**src/hw/pmi_pkg.sv**
```systemverilog
// Purpose: shared constants and types of the power-mode and interrupt block
// Assumes: register index = printed offset, byte address = index * 4
// Notes: vector slot 6 is skipped, it belongs to the debugger
package pmi_pkg;
  localparam int NSRC = 11;
  localparam int NLVL = 4;
  localparam logic [7:0] IDX_POWER_CONTROL = 8'h87;
  localparam logic [7:0] IDX_OPTION = 8'h94;
  localparam logic [7:0] IDX_PORT1_WAKE = 8'h96;
  localparam logic [7:0] IDX_INT_ENABLE = 8'hA0;
  localparam logic [7:0] IDX_PRIO_LOW = 8'hA1;
  localparam logic [7:0] IDX_PRIO_HIGH = 8'hA2;
  localparam logic [7:0] IDX_INT_FLAGS = 8'hA3;
  localparam logic [7:0] IDX_SERVICE = 8'hA4;
  localparam int PC_IDLE = 0;
  localparam int PC_STOP = 1;
  localparam int PC_GF_A = 2;
  localparam int PC_GF_B = 3;
  localparam int PC_BAUD = 7;
  localparam int OPT_PCH = 5;
  localparam int GLOBAL_EN = 15;
  localparam logic [7:0] PC_RESET = 8'h00;
  localparam logic [7:0] OPT_RESET = 8'hC1;
  localparam logic [7:0] P1W_RESET = 8'h00;
  localparam logic [3:0] SRC_EXT0 = 4'h0;
  localparam logic [3:0] SRC_EXT1 = 4'h2;
  localparam logic [3:0] SRC_P1 = 4'h7;
  localparam logic [3:0] SRC_EXT2 = 4'h8;
  localparam logic [3:0] RSVD_SLOT = 4'h6;
  localparam logic [10:0] PIN_SRC_MASK = 11'h185;
  localparam logic [15:0] VEC_BASE = 16'h0003;
  localparam logic [15:0] VEC_STEP = 16'h0008;
  localparam logic [15:0] VEC_RSVD = 16'h0033;
  localparam logic [15:0] VEC_LAST = 16'h005B;

  typedef enum logic [1:0] {PMI_RUN, PMI_IDLE, PMI_STOP} pmi_mode_type;

  function automatic logic [15:0] pmi_vector(input logic [3:0] idx);
    logic [15:0] slot;
    slot = (idx < RSVD_SLOT) ? {12'h000, idx} : {12'h000, idx} + 16'h0001;
    return VEC_BASE + 16'(slot * VEC_STEP);
  endfunction

  function automatic logic [1:0] pmi_level(input logic [10:0] lo,
      input logic [10:0] hi, input logic [3:0] idx);
    return {hi[idx], lo[idx]};
  endfunction
endpackage

```
**src/hw/pmi_svc_if.sv**
```systemverilog
// Purpose: carries pending, enable and priority state to the arbiter
// Assumes: single clock domain
// Notes: ack and ret are one-cycle pulses from the cpu
`timescale 1ns/100ps
`default_nettype none
interface pmi_svc_if;
  logic [10:0] pending;
  logic [10:0] enable;
  logic global_en;
  logic [10:0] prio_lo;
  logic [10:0] prio_hi;
  logic ack;
  logic ret;
  logic req;
  logic [15:0] vector;
  logic [3:0] active;
  modport arb(input pending, enable, global_en, prio_lo, prio_hi, ack, ret,
    output req, vector, active);
  modport ctl(output pending, enable, global_en, prio_lo, prio_hi, ack, ret,
    input req, vector, active);
endinterface
`default_nettype wire

```
**src/hw/pmi_arbiter.sv**
```systemverilog
// Purpose: picks the winning source and tracks nested service levels
// Assumes: cpu pulses ack while req is high, ret at routine end
// Notes: ties inside a level go to the lowest source index
`timescale 1ns/100ps
`default_nettype none
module pmi_arbiter import pmi_pkg::*; (
  input wire logic clk, // system clock
  input wire logic rst_b, // sync reset, active low
  pmi_svc_if.arb svc // service request group
);
  logic [1:0] win_lvl;
  logic [1:0] top_lvl;
  logic [1:0] req_lvl;
  logic [3:0] win_idx;
  logic [3:0] next_active;
  logic win_ok;
  logic top_ok;
  logic beats;
  always_comb begin
    win_ok = 1'b0;
    win_lvl = 2'h0;
    win_idx = 4'h0;
    top_lvl = 2'h0;
    for (int i = NSRC - 1; i >= 0; i--) begin
      if (svc.pending[i] && svc.enable[i] && svc.global_en && (!win_ok ||
          pmi_level(svc.prio_lo, svc.prio_hi, 4'(i)) >= win_lvl)) begin
        win_ok = 1'b1;
        win_lvl = pmi_level(svc.prio_lo, svc.prio_hi, 4'(i));
        win_idx = 4'(i);
      end
    end
    for (int l = 0; l < NLVL; l++) begin
      if (svc.active[l]) begin
        top_lvl = 2'(l);
      end
    end
  end
  assign top_ok = |svc.active;
  // equal level waits, only a strictly higher one preempts
  assign beats = win_ok && (!top_ok || win_lvl > top_lvl);
  always_comb begin
    next_active = svc.active;
    if (svc.ret && top_ok) begin
      next_active[top_lvl] = 1'b0;
    end
    if (svc.ack && svc.req) begin
      next_active[req_lvl] = 1'b1;
    end
  end
  always_ff @(posedge clk) begin
    if (!rst_b) begin
      svc.req <= 1'b0;
      svc.vector <= 16'h0000;
      svc.active <= 4'h0;
      req_lvl <= 2'h0;
    end else begin
      svc.req <= beats && !svc.ack;
      svc.vector <= pmi_vector(win_idx);
      svc.active <= next_active;
      req_lvl <= win_lvl;
    end
  end
  chk_equal_waits: assert property (@(posedge clk) disable iff (!rst_b)
    (top_ok && win_ok && win_lvl <= top_lvl) |=> !svc.req)
    else $error("equal or lower level request was raised");
  chk_nest_push: assert property (@(posedge clk) disable iff (!rst_b)
    (svc.ack && svc.req && !svc.ret) |=> svc.active[$past(req_lvl)])
    else $error("acked level not marked active");
  chk_vector_map: assert property (@(posedge clk) disable iff (!rst_b)
    svc.req |-> (svc.vector != VEC_RSVD && svc.vector <= VEC_LAST))
    else $error("vector outside table");
  cov_preempt: cover property (@(posedge clk) disable iff (!rst_b)
    svc.ack && svc.req && top_ok);
endmodule // pmi_arbiter
`default_nettype wire

```
**src/hw/pmi_mode_ctl.sv**
```systemverilog
// Purpose: run, idle and stop state machine with clock gate outputs
// Assumes: this logic sits on an always-on clock
// Notes: wake is combinational so request bits clear on the same edge
`timescale 1ns/100ps
`default_nettype none
module pmi_mode_ctl import pmi_pkg::*; (
  input wire logic clk, // always-on clock
  input wire logic rst_b, // sync reset, active low
  input wire logic idle_req, // idle request bit
  input wire logic stop_req, // power-down request bit
  input wire logic periph_halt, // stop timers and serial in idle
  input wire logic wake_idle, // enabled pending source
  input wire logic wake_stop, // enabled pin source pending
  output wire logic wake, // leaving a low-power state now
  output logic cpu_run, // cpu may execute
  output logic sysclk_en, // system clock running
  output logic periph_clk_en, // peripheral clocks running
  output logic timer_serial_clk_en // timers and uart clock running
);
  pmi_mode_type mode;
  pmi_mode_type next_mode;
  always_comb begin
    next_mode = mode;
    unique case (mode)
      PMI_RUN: begin
        if (stop_req) begin
          next_mode = PMI_STOP;
        end else if (idle_req) begin
          next_mode = PMI_IDLE;
        end
      end
      PMI_IDLE: begin
        if (wake_idle) begin
          next_mode = PMI_RUN;
        end
      end
      PMI_STOP: begin
        if (wake_stop) begin
          next_mode = PMI_RUN;
        end
      end
      // the unused fourth code falls back to run
      default: begin
        next_mode = PMI_RUN;
      end
    endcase
  end
  assign wake = (mode != PMI_RUN) && (next_mode == PMI_RUN);
  always_ff @(posedge clk) begin
    if (!rst_b) begin
      mode <= PMI_RUN;
      cpu_run <= 1'b1;
      sysclk_en <= 1'b1;
      periph_clk_en <= 1'b1;
      timer_serial_clk_en <= 1'b1;
    end else begin
      mode <= next_mode;
      cpu_run <= next_mode == PMI_RUN;
      sysclk_en <= next_mode != PMI_STOP;
      periph_clk_en <= next_mode != PMI_STOP;
      timer_serial_clk_en <= (next_mode == PMI_RUN) ||
        (next_mode == PMI_IDLE && !periph_halt);
    end
  end
  chk_idle_gate: assert property (@(posedge clk) disable iff (!rst_b)
    (mode == PMI_IDLE && $stable(periph_halt)) |->
      timer_serial_clk_en == !periph_halt)
    else $error("idle timer clock gate wrong");
  chk_stop_hold: assert property (@(posedge clk) disable iff (!rst_b)
    (mode == PMI_STOP && !wake_stop) |=> mode == PMI_STOP)
    else $error("stop left without pin wake");
  chk_idle_wake: assert property (@(posedge clk) disable iff (!rst_b)
    (mode == PMI_IDLE && wake_idle) |=> (mode == PMI_RUN && cpu_run))
    else $error("idle not left on enabled pending");
  cov_stop_wake: cover property (@(posedge clk) disable iff (!rst_b)
    mode == PMI_STOP && wake_stop);
endmodule // pmi_mode_ctl
`default_nettype wire

```
**src/hw/pmi_top.sv**
```systemverilog
// Purpose: power-mode and interrupt/wake-up controller with apb registers
// Assumes: all inputs synchronous to clk; clk itself is never gated here
// Notes: byte address = register index * 4, upper address bits must be 0
`timescale 1ns/100ps
`default_nettype none
module pmi_top import pmi_pkg::*; (
  input wire logic clk, // system clock, 25 MHz
  input wire logic rst_b, // sync reset, active low
  input wire logic psel, // apb select
  input wire logic penable, // apb access phase
  input wire logic pwrite, // apb write
  input wire logic [11:0] paddr, // apb byte address
  input wire logic [31:0] pwdata, // apb write data
  output logic [31:0] prdata, // apb read data
  output logic pready, // apb ready
  output logic pslverr, // apb error on unmapped address
  input wire logic [10:0] src_event, // per-source event pulses
  input wire logic [2:0] ext_pin_input, // external interrupt pins
  input wire logic [7:0] port1_pin, // port1 pin levels
  input wire logic irq_ack, // cpu takes the vector
  input wire logic irq_return, // cpu ends a service routine
  output logic irq_req, // interrupt request to cpu
  output logic [15:0] irq_vector, // vector of the request
  output logic cpu_run, // cpu may execute
  output logic sysclk_en, // system clock enable
  output logic periph_clk_en, // peripheral clock enable
  output logic timer_serial_clk_en, // timer and uart clock enable
  output logic baud_doubler // serial baud doubler bit
);
  logic sleep_cpu_request;
  logic power_down_request;
  logic general_flag_a;
  logic general_flag_b;
  logic [7:0] option;
  logic [7:0] port1_wake_enable;
  logic [10:0] int_enable;
  logic global_enable;
  logic [10:0] prio_low;
  logic [10:0] prio_high;
  logic [10:0] flags;
  logic [2:0] ext_prev;
  logic [7:0] p1_prev;
  logic [10:0] next_flags;
  logic [31:0] rdata_mux;

  pmi_svc_if svc();

  // apb decode
  wire [7:0] reg_idx = paddr[9:2];
  wire in_range = paddr[11:10] == 2'h0;
  wire access = psel && penable && !pready;
  wire wr_en = access && pwrite;
  wire hit_pc = in_range && reg_idx == IDX_POWER_CONTROL;
  wire hit_opt = in_range && reg_idx == IDX_OPTION;
  wire hit_p1w = in_range && reg_idx == IDX_PORT1_WAKE;
  wire hit_ien = in_range && reg_idx == IDX_INT_ENABLE;
  wire hit_plo = in_range && reg_idx == IDX_PRIO_LOW;
  wire hit_phi = in_range && reg_idx == IDX_PRIO_HIGH;
  wire hit_flg = in_range && reg_idx == IDX_INT_FLAGS;
  wire hit_svc = in_range && reg_idx == IDX_SERVICE;
  wire mapped = hit_pc || hit_opt || hit_p1w || hit_ien || hit_plo ||
    hit_phi || hit_flg || hit_svc;
  wire wr_pc = wr_en && hit_pc;
  wire wr_opt = wr_en && hit_opt;
  wire wr_p1w = wr_en && hit_p1w;
  wire wr_ien = wr_en && hit_ien;
  wire wr_plo = wr_en && hit_plo;
  wire wr_phi = wr_en && hit_phi;
  wire wr_flg = wr_en && hit_flg;

  // event detection
  wire [2:0] ext_en = {int_enable[SRC_EXT2], int_enable[SRC_EXT1],
    int_enable[SRC_EXT0]};
  wire [2:0] ext_fall = ext_prev & ~ext_pin_input;
  // a pin change counts only on pins whose wake bit is set
  wire p1_change = |((p1_prev ^ port1_pin) & port1_wake_enable);
  wire [10:0] pin_set = {2'b00, ext_fall[2], p1_change, 4'b0000,
    ext_fall[1], 1'b0, ext_fall[0]};
  wire [10:0] set_mask = src_event | pin_set;
  wire [10:0] clr_mask = wr_flg ? pwdata[10:0] : 11'h000;
  wire [10:0] live = flags & int_enable;
  wire wake_idle = |live;
  // timers cannot run in stop, so only pin sources may end it
  wire wake_stop = |(live & PIN_SRC_MASK);
  // an enabled pin already low would wake at once; refuse instead
  wire stop_block = |(~ext_pin_input & ext_en);
  wire mode_wake;

  // hardware set wins over software clear
  always_comb begin
    next_flags = (flags & ~clr_mask) | set_mask;
  end

  assign rdata_mux =
    hit_pc ? {24'h000000, baud_doubler, 3'b000, general_flag_b,
      general_flag_a, power_down_request, sleep_cpu_request} :
    hit_opt ? {24'h000000, option} :
    hit_p1w ? {24'h000000, port1_wake_enable} :
    hit_ien ? {16'h0000, global_enable, 4'h0, int_enable} :
    hit_plo ? {21'h000000, prio_low} :
    hit_phi ? {21'h000000, prio_high} :
    hit_flg ? {21'h000000, flags} :
    hit_svc ? {svc.vector, 11'h000, svc.req, svc.active} :
    32'h00000000;

  // apb answers with one wait state
  always_ff @(posedge clk) begin
    if (!rst_b) begin
      pready <= 1'b0;
      pslverr <= 1'b0;
      prdata <= 32'h00000000;
    end else begin
      pready <= access;
      pslverr <= access && !mapped;
      prdata <= (access && !pwrite) ? rdata_mux : 32'h00000000;
    end
  end

  // power control; wake clears the request bits on the mode change edge
  always_ff @(posedge clk) begin
    if (!rst_b) begin
      sleep_cpu_request <= PC_RESET[PC_IDLE];
      power_down_request <= PC_RESET[PC_STOP];
      general_flag_a <= PC_RESET[PC_GF_A];
      general_flag_b <= PC_RESET[PC_GF_B];
      baud_doubler <= PC_RESET[PC_BAUD];
    end else begin
      if (mode_wake) begin
        sleep_cpu_request <= 1'b0;
        power_down_request <= 1'b0;
      end else if (wr_pc) begin
        sleep_cpu_request <= pwdata[PC_IDLE];
        power_down_request <= pwdata[PC_STOP] && !stop_block;
      end
      if (wr_pc) begin
        general_flag_a <= pwdata[PC_GF_A];
        general_flag_b <= pwdata[PC_GF_B];
        baud_doubler <= pwdata[PC_BAUD];
      end
    end
  end

  always_ff @(posedge clk) begin
    if (!rst_b) begin
      option <= OPT_RESET;
      port1_wake_enable <= P1W_RESET;
    end else begin
      if (wr_opt) begin
        option <= pwdata[7:0];
      end
      if (wr_p1w) begin
        port1_wake_enable <= pwdata[7:0];
      end
    end
  end

  always_ff @(posedge clk) begin
    if (!rst_b) begin
      int_enable <= 11'h000;
      global_enable <= 1'b0;
      prio_low <= 11'h000;
      prio_high <= 11'h000;
    end else begin
      if (wr_ien) begin
        int_enable <= pwdata[10:0];
        global_enable <= pwdata[GLOBAL_EN];
      end
      if (wr_plo) begin
        prio_low <= pwdata[10:0];
      end
      if (wr_phi) begin
        prio_high <= pwdata[10:0];
      end
    end
  end

  // external pins idle high; reset value avoids a false edge after release
  always_ff @(posedge clk) begin
    if (!rst_b) begin
      flags <= 11'h000;
      ext_prev <= 3'b111;
      p1_prev <= 8'h00;
    end else begin
      flags <= next_flags;
      ext_prev <= ext_pin_input;
      p1_prev <= port1_pin;
    end
  end

  assign svc.pending = flags;
  assign svc.enable = int_enable;
  assign svc.global_en = global_enable;
  assign svc.prio_lo = prio_low;
  assign svc.prio_hi = prio_high;
  assign svc.ack = irq_ack;
  assign svc.ret = irq_return;
  assign irq_req = svc.req;
  assign irq_vector = svc.vector;

  pmi_arbiter u_arbiter (
    .clk(clk),
    .rst_b(rst_b),
    .svc(svc)
  );

  pmi_mode_ctl u_mode (
    .clk(clk),
    .rst_b(rst_b),
    .idle_req(sleep_cpu_request),
    .stop_req(power_down_request),
    .periph_halt(option[OPT_PCH]),
    .wake_idle(wake_idle),
    .wake_stop(wake_stop),
    .wake(mode_wake),
    .cpu_run(cpu_run),
    .sysclk_en(sysclk_en),
    .periph_clk_en(periph_clk_en),
    .timer_serial_clk_en(timer_serial_clk_en)
  );

  chk_stop_refused: assert property (@(posedge clk) disable iff (!rst_b)
    (wr_pc && pwdata[PC_STOP] && stop_block) |=> !power_down_request)
    else $error("stop entered with enabled pin low");
  chk_idle_entry: assert property (@(posedge clk) disable iff (!rst_b)
    ($rose(sleep_cpu_request) && !power_down_request) |=>
      (!cpu_run && sysclk_en && periph_clk_en))
    else $error("idle entry clocks wrong");
  chk_stop_clocks: assert property (@(posedge clk) disable iff (!rst_b)
    $rose(power_down_request) |=>
      (!cpu_run && !sysclk_en && !periph_clk_en && !timer_serial_clk_en))
    else $error("stop left a clock running");
  chk_wake_clears: assert property (@(posedge clk) disable iff (!rst_b)
    mode_wake |=> (!sleep_cpu_request && !power_down_request))
    else $error("wake did not clear request bits");
  chk_flag_sets: assert property (@(posedge clk) disable iff (!rst_b)
    (src_event != 11'h000) |=>
      ((flags & $past(src_event)) == $past(src_event)))
    else $error("event lost its flag");
  chk_p1_masked: assert property (@(posedge clk) disable iff (!rst_b)
    (((p1_prev ^ port1_pin) & port1_wake_enable) == 8'h00 &&
      !src_event[SRC_P1] && !flags[SRC_P1]) |=> !flags[SRC_P1])
    else $error("masked port1 pin set its flag");
  chk_apb_ready: assert property (@(posedge clk) disable iff (!rst_b)
    (psel && penable && !pready) |=> pready)
    else $error("apb access not answered");
  cov_idle_entry: cover property (@(posedge clk) disable iff (!rst_b)
    $rose(sleep_cpu_request));
  cov_stop_refuse: cover property (@(posedge clk) disable iff (!rst_b)
    wr_pc && pwdata[PC_STOP] && stop_block);
  // pin sources must land in their own flag slots, not a neighbour's
  chk_ext0_set: assert property (@(posedge clk) disable iff (!rst_b)
    ext_fall[0] |=> flags[SRC_EXT0])
    else $error("pin 0 fall lost its flag");
  chk_ext1_set: assert property (@(posedge clk) disable iff (!rst_b)
    ext_fall[1] |=> flags[SRC_EXT1])
    else $error("pin 1 fall lost its flag");
  chk_ext2_set: assert property (@(posedge clk) disable iff (!rst_b)
    ext_fall[2] |=> flags[SRC_EXT2])
    else $error("pin 2 fall lost its flag");
  chk_p1_set: assert property (@(posedge clk) disable iff (!rst_b)
    p1_change |=> flags[SRC_P1])
    else $error("port1 change lost its flag");
  chk_apb_error: assert property (@(posedge clk) disable iff (!rst_b)
    access |=> (pslverr == !$past(mapped)))
    else $error("apb error flag wrong");
  // read data is zero outside the answer cycle
  chk_rdata_idle: assert property (@(posedge clk) disable iff (!rst_b)
    !pready |-> prdata == 32'h00000000)
    else $error("read data outside answer cycle");
  cov_p1_flag: cover property (@(posedge clk) disable iff (!rst_b)
    p1_change);
endmodule // pmi_top
`default_nettype wire

```
**config.mk**
```make
export PLATFORM = sky130hd
export DESIGN_NAME = pmi_top
export DESIGN_NICKNAME = d
export VERILOG_FILES = /design/src/hw/pmi_pkg.sv /design/src/hw/pmi_svc_if.sv /design/src/hw/pmi_arbiter.sv /design/src/hw/pmi_mode_ctl.sv /design/src/hw/pmi_top.sv
export SDC_FILE = /design/constraint.sdc
export NUM_CORES = 1
export LEC_CHECK = 0
export ABC_AREA = 1
export BUFFER_PORTS_ARGS = -buffer_cell sky130_fd_sc_hd__buf_4
export CAP_MARGIN = 25
export CORE_UTILIZATION = 29
export CTS_CLUSTER_DIAMETER = 150
export DETAILED_ROUTE_END_ITERATION = 10
export PLACE_DENSITY = 0.53
export SYNTH_ARGS = -nofsm -noshare
export SYNTH_HDL_FRONTEND = slang
export SYNTH_SLANG_ARGS = --single-unit
```
**constraint.sdc**
```tcl
create_clock -name clk -period 11.8 [get_ports clk]
set_clock_uncertainty 0.05 [all_clocks]
set_input_delay 1.18 -clock clk [delete_from_list [all_inputs] [get_ports clk]]
set_output_delay 1.18 -clock clk [all_outputs]
set_load 0.01 [all_outputs]
```
==> results.py, run 1 <==
metrics = {
    "outcome": {
        "status": "finished, final reports clean",
    },
    "placement": {
        "place_area_mm2": 0.006808,
        "gp_congestion": 0.8692,
        "portBuffers": 84,
        "hpwl_um": 13530,
        "pre_cts_ws_ns": 0.8157,
    },
    "timing": {
        "rsz0062_at_grt": "false",
        "fin_crit_ns": 10.56,
        "setup_tns_ns": 0,
        "slew_headroom_pct": 40.08,
        "fmax_ghz": 0.09474,
        "hold_viol_final": 0,
        "min_period_over_period_pct": 89.45,
        "tightest_slew_ns": 0.8978,
        "drv_slew": 0,
        "setup_slack_ns": 1.245,
        "final-setup-viol-count": 0,
    },
    "floorplanning": {
        "start_util_pct": 29.61,
        "fp.coreArea_mm2": 0.02030,
        "num_io_pins": 129,
        "die_x_um": 146.0,
        "num_rows": 52,
        "die_area_mm2": 0.02131,
        "die_h_um": 146.0,
    },
    "global_route": {
        "grt_max_degree": 73,
        "grt_pass1_wl_um": 27770,
        "grt_overflow": 0,
        "grt_pass1_vias": 5210,
        "grt_antenna_before_repair": 0,
        "grt_use_total_pct": 16.89,
    },
    "setup_path": {
        "cpMostUsedCell": "nand2_1",
        "startpoint_type": "flop",
        "r2r_slack_ns": 1.24,
        "slowest_stage": "dfxtp_1",
        "cp_num_buf_inv": 10,
        "endpoint_kind": "flop",
        "cp_max_fo": 7,
        "crit_type": "reg2reg",
        "max_stage_delay_ns": 0.41,
        "crit_family": "simple AND/OR/NAND/NOR gates",
        "worstPathRequired_ns": 12.06,
        "cp.arrival_ns": 10.81,
    },
    "clock_tree": {
        "cts_buffers": 17,
        "cts-root-buf": "clkbuf_16",
        "cts.sink_count": 115,
        "clkTransAtPathRegs_ns": 0.06,
        "cts_max_level": 4,
        "cts_setup_buffers": 0,
        "cts_tree": "yes",
        "clk_latency_ns": 0.42,
        "clk_path_buf_depth": 2,
    },
    "finish": {
        "antenna_cells": 0,
        "drive_gt1_share_pct": 18.88,
        "syn2layout_area_growth_pct": 23.94,
        "nets": 1008,
        "stdcell_area_mm2": 0.007450,
    },
    "synthesis": {
        "netlist_top_cells_area": "dfxtp_1, inv_1, o21ai_0, a21oi_1, nand2_1",
        "yosysTopAreaCell": "dfxtp_1",
        "avgSynthCellArea_um2": 7.224,
        "synth_area_mm2": 0.006011,
        "synth_flop_cell": "dfxtp_1",
        "yosys_register_bits": 115,
        "synth_edf_count": 0,
        "synth_cell_types": 43,
        "netlist_top_cells_count": "inv_1, nand2_1, dfxtp_1, o21ai_0, a21oi_1",
        "yosysMostFrequentCell": "inv_1",
        "synth-async-reset-ratio_pct": 0,
        "synth_cells": 832,
        "yosysWarnings": 0,
        "synth.top_cell.area_share_pct": 38.30,
        "synth_seq_area_share_pct": 38.30,
    },
    "pwr": {
        "peakVddDrop_v": 0.0001002,
        "p_leak_nw": 3.199,
        "powerDensity_mw_per_mm2": 131.8,
        "total_power_w": 0.0009818,
    },
    "route": {
        "vias": 5658,
        "drcViolationCount": 0,
        "drt_iter0_markers": 410,
        "ant_nets": 0,
        "via_per_inst": 4.727,
        "wire_per_inst_um": 14.58,
        "first_pass_iters": 5,
        "routed_wl_um": 17450,
    },
    "worst_hold_path": {
        "worstHoldPathType": "reg2reg",
    },
    "run": {
        "cap_violations": 0,
    },
}
[metal layers]
layer | track usage (%) | part of all wire [%]
met5 | 0 | 0
met3 | 4.107 | 6.9
met1 | 23.88 | 49
met4 | 4.263 | 0.76
met2 | 25.50 | 43
[stage by stage]
| stage | std cells | hold WS (ns) | utilization (%) |
|---|---|---|---|
| after floorplan | 854 | 0.3797 | - |
| after global placement | 1164 | 0.3653 | 33.54 |
| after detailed placement | 1164 | 0.3689 | 33.54 |
| after CTS | 1196 | 0.3776 | 36.56 |
| after global routing | 1197 | 0.4014 | 36.70 |
| final | 1197 | 0.3732 | 36.70 |
[state kept, by name (all words and copies together) (netlist names), 2 cells and up]
| register | flops |
|---|---|
| u_mode.mode | 2 |
| u_arbiter.svc.vector | 6 |
| ext_prev | 3 |
| prdata | 18 |
| u_arbiter.req_lvl | 2 |
| p1_prev | 8 |
| prio_high | 11 |
| int_enable | 11 |
| port1_wake_enable | 8 |
| flags | 11 |
| option | 8 |
| u_arbiter.svc.active | 4 |
| prio_low | 11 |
[cell usage in the layout (no fill, tap or decap), types with 14 or more instances in the layout]
master and count:
a21oi_1 89, buf_4 86, clkbuf_16 17, conb_1 23, dfxtp_1 113, ha_1 21, inv_1 136, nand2_1 114
nand2_2 14, nand3_1 33, nor2_1 56, o211ai_1 15, o21ai_0 96
[logic make-up (layout without fill, tap and decap cells)]
| family | count (synthesis) | after routing | share of synthesized area [%] |
|---|---|---|---|
| XOR/XNOR | 2 | 2 | 0.2915 |
| buffers and inverters | 188 | 261 | 13.34 |
| AND/OR/NAND/NOR | 269 | 269 | 21.29 |
| flip-flops | 115 | 115 | 38.30 |
| other | 1 | 23 | 0.06239 |
| adder cells (fa/ha/maj) | 21 | 21 | 4.371 |
| AO/OA/AOI/OAI | 236 | 236 | 22.34 |
[report_power, final]
| group | internal [W] | switching (W) |
|---|---|---|
| sequential | 0.000394 | 0.00000425 |
| combinational | 0.0000178 | 0.0000277 |
| clock | 0.000344 | 0.000194 |
| total | 0.000756 | 0.000226 |
[worst min-delay path: stages (launching register included)]
cell     delay, ns
dfxtp_1       0.30
inv_1         0.05
nor2_1        0.03
[path summary, 6_finish.rpt]
check / startpoint / endpoint / depth (start not counted)
setup / recovery: int_enable[10] / u_arbiter.svc.req / 79
hold / removal: u_arbiter.svc.vector[7] / prdata[23] / 2
setup reg to reg: int_enable[10] / u_arbiter.svc.req / 79
hold reg to reg: u_arbiter.svc.vector[7] / prdata[23] / 2
[what timing repair did]
item / 4_1_cts / 5_1_grt
setup endpoints to repair: 0 / 2
hold buffers: 0 / 0
gates resized for setup: 0 / 11
endpoints found under the hold margin: 0 / 0
[cell type report]
cell class | instances | area, um2
Inverter | 142 | 533.0
Sequential cell | 115 | 2305
Tap cell | 270 | 337.8
Clock buffer | 21 | 460.4
Clock inverter | 11 | 153.9
Multi-Input combinational cell | 551 | 3009
Fill cell | 2216 | 12850
Timing Repair Buffer | 87 | 650.6
Power figures use the tool's default switching activity.
==> run 2: changes to the inputs <==
--- a/config.mk
+++ b/config.mk
@@ -11,7 +11,6 @@
 export CORE_UTILIZATION = 29
 export CTS_CLUSTER_DIAMETER = 150
 export DETAILED_ROUTE_END_ITERATION = 10
-export PLACE_DENSITY = 0.53
 export SYNTH_ARGS = -nofsm -noshare
 export SYNTH_HDL_FRONTEND = slang
 export SYNTH_SLANG_ARGS = --single-unit
==> results.py, run 2 (synthesized netlist as in run 1, its figures left out) <==
metrics = {
    "clock_tree": {
        "cts_tree": "yes",
        "clk_path_buf_depth": 2,
        "holdBufCountCts": 0,
        "cts_buffers": 17,
        "cts_max_level": 4,
        "cts-root-buf": "clkbuf_16",
        "cts.sink_count": 115,
        "clk_latency_ns": 0.43,
        "clkTransAtPathRegs_ns": 0.05,
    },
    "floorplanning": {
        "fp.coreArea_mm2": 0.02030,
        "start_util_pct": 29.61,
        "num_io_pins": 129,
        "die_x_um": 146.0,
        "die_h_um": 146.0,
        "num_rows": 52,
        "die_area_mm2": 0.02131,
    },
    "setup_path": {
        "crit_family": "simple AND/OR/NAND/NOR gates",
        "startpoint_type": "flop",
        "cp_num_buf_inv": 10,
        "slowest_stage": "dfxtp_1",
        "crit_type": "reg2reg",
        "path_depth": 79,
        "cpMostUsedCell": "nand2_1",
        "endpoint_kind": "flop",
        "cp_max_fo": 7,
        "max_stage_delay_ns": 0.40,
        "worstPathRequired_ns": 12.12,
        "cp.arrival_ns": 10.96,
        "r2r_cells": 79,
    },
    "timing": {
        "rsz0062_at_grt": "false",
        "final-setup-viol-count": 0,
        "setup_tns_ns": 0,
        "hold_viol_final": 0,
        "fin_crit_ns": 10.64,
        "fmax_ghz": 0.09398,
        "drv_slew": 0,
        "slew_headroom_pct": 45.68,
        "min_period_over_period_pct": 90.17,
        "setup_slack_ns": 1.159,
        "tightest_slew_ns": 0.8124,
        "whs_ns": 0.3743,
    },
    "pwr": {
        "powerDensity_mw_per_mm2": 125.6,
        "peakVddDrop_v": 0.00009673,
        "total_power_w": 0.0009280,
        "p_leak_nw": 3.182,
    },
    "finish": {
        "nets": 1008,
        "final_common_cell": "inv_1",
        "register_area_mm2": 0.002305,
        "largest_reg_flops": 18,
        "final_cell_mix": "inv_1, nand2_1, dfxtp_1",
        "nFillCells": 2173,
        "multi_input_comb_area_mm2": 0.003009,
        "antenna_cells": 0,
        "syn2layout_area_growth_pct": 22.94,
        "drive_gt1_share_pct": 18.88,
        "regMostFlops": "prdata",
    },
    "route": {
        "vias": 5665,
        "routed_wl_um": 17020,
        "first_pass_iters": 7,
        "drt_iter0_markers": 433,
        "via_per_inst": 4.733,
        "drcViolationCount": 0,
        "wire_per_inst_um": 14.22,
        "ant_nets": 0,
    },
    "outcome": {
        "status": "finished, final reports clean",
    },
    "placement": {
        "gp_congestion": 0.8504,
        "pre_cts_ws_ns": 0.8098,
        "hpwl_um": 13130,
        "portBuffers": 84,
    },
    "worst_hold_path": {
        "worstHoldPathType": "reg2reg",
        "min_path_cells": 2,
    },
    "global_route": {
        "grt_antenna_before_repair": 0,
        "grt_use_met3_pct": 4.201,
        "grt_pass1_vias": 5273,
        "grt_overflow": 0,
        "grt_use_total_pct": 16.57,
        "grt_pass1_wl_um": 27480,
        "grt_busiest_layer": "met2",
        "grt_max_degree": 73,
        "gr-usage-met2_pct": 24.76,
        "grt.met1_usage_pct": 23.13,
    },
    "run": {
        "cap_violations": 0,
    },
}
run 2: cell count changes in the layout (fill, tap and decap cells not counted), sizes merged:
cell	before	now
clkinv	4	7
inv	141	143
clkinvlp	5	3
bufinv	3	1
buf	87	86
run 2: through the flow:
| stage | instances | utilization [%] | instance area (um2) |
|---|---|---|---|
| after global routing | 1197 | 36.40 | 7390 |
| after detailed placement | 1164 | 33.54 | 6808 |
| after floorplan | 854 | - | 6093 |
| final | 1197 | 36.40 | 7390 |
| after CTS | 1196 | 36.27 | 7362 |
| after global placement | 1164 | 33.54 | 6808 |
run 2: worst reg2reg max path, delay by kind of cell, from the launching register on:
kind | cells | cell delay (ns)
AOI/OAI and AO/OA | 17 | 2.06
and+or+nand+nor | 41 | 4.52
DFF | 1 | 0.40
adders and majority gates | 11 | 2.84
buffers and inverters | 10 | 0.72
run 2: worst paths after layout:
check	endpoint	start	slack [ns]
setup / recovery	u_arbiter.svc.req	int_enable[10]	1.16
hold reg to reg	prdata[19]	u_arbiter.svc.vector[3]	0.37
setup reg to reg	u_arbiter.svc.req	int_enable[10]	1.16
hold / removal	prdata[19]	u_arbiter.svc.vector[3]	0.37
run 2: report_power, final:
group          internal, W  total [W]  switching (W)  leakage, nW
registers         0.000394   0.000398     0.00000393        0.935
logic            0.0000178  0.0000455      0.0000277         1.98
clock network     0.000294   0.000485       0.000190        0.267
total             0.000706   0.000928       0.000222         3.18
run 2: area by class of cell:
type | instances | area share (%)
flip-flops and latches | 115 | 31.19
clock buffers | 20 | 6.045
well taps | 270 | 4.572
clock inverters | 12 | 1.456
inverters | 142 | 7.213
multi-input cells | 551 | 40.72
repair buffers | 87 | 8.805
run 2: what timing repair did:
| action | in CTS | in global routing |
|---|---|---|
| endpoints found under the setup margin | 0 | 3 |
| endpoints found under the hold margin | 0 | 0 |
| buffers inserted | 0 | 0 |
| gates resized for setup | 0 | 10 |
run 2: per-layer routing:
metal  up-vias  share of wire [%]
met4         0                1.6
li1       2863                  -
met2       188                 42
met1      2589                 49
met3        25                7.1
met5         -                  0
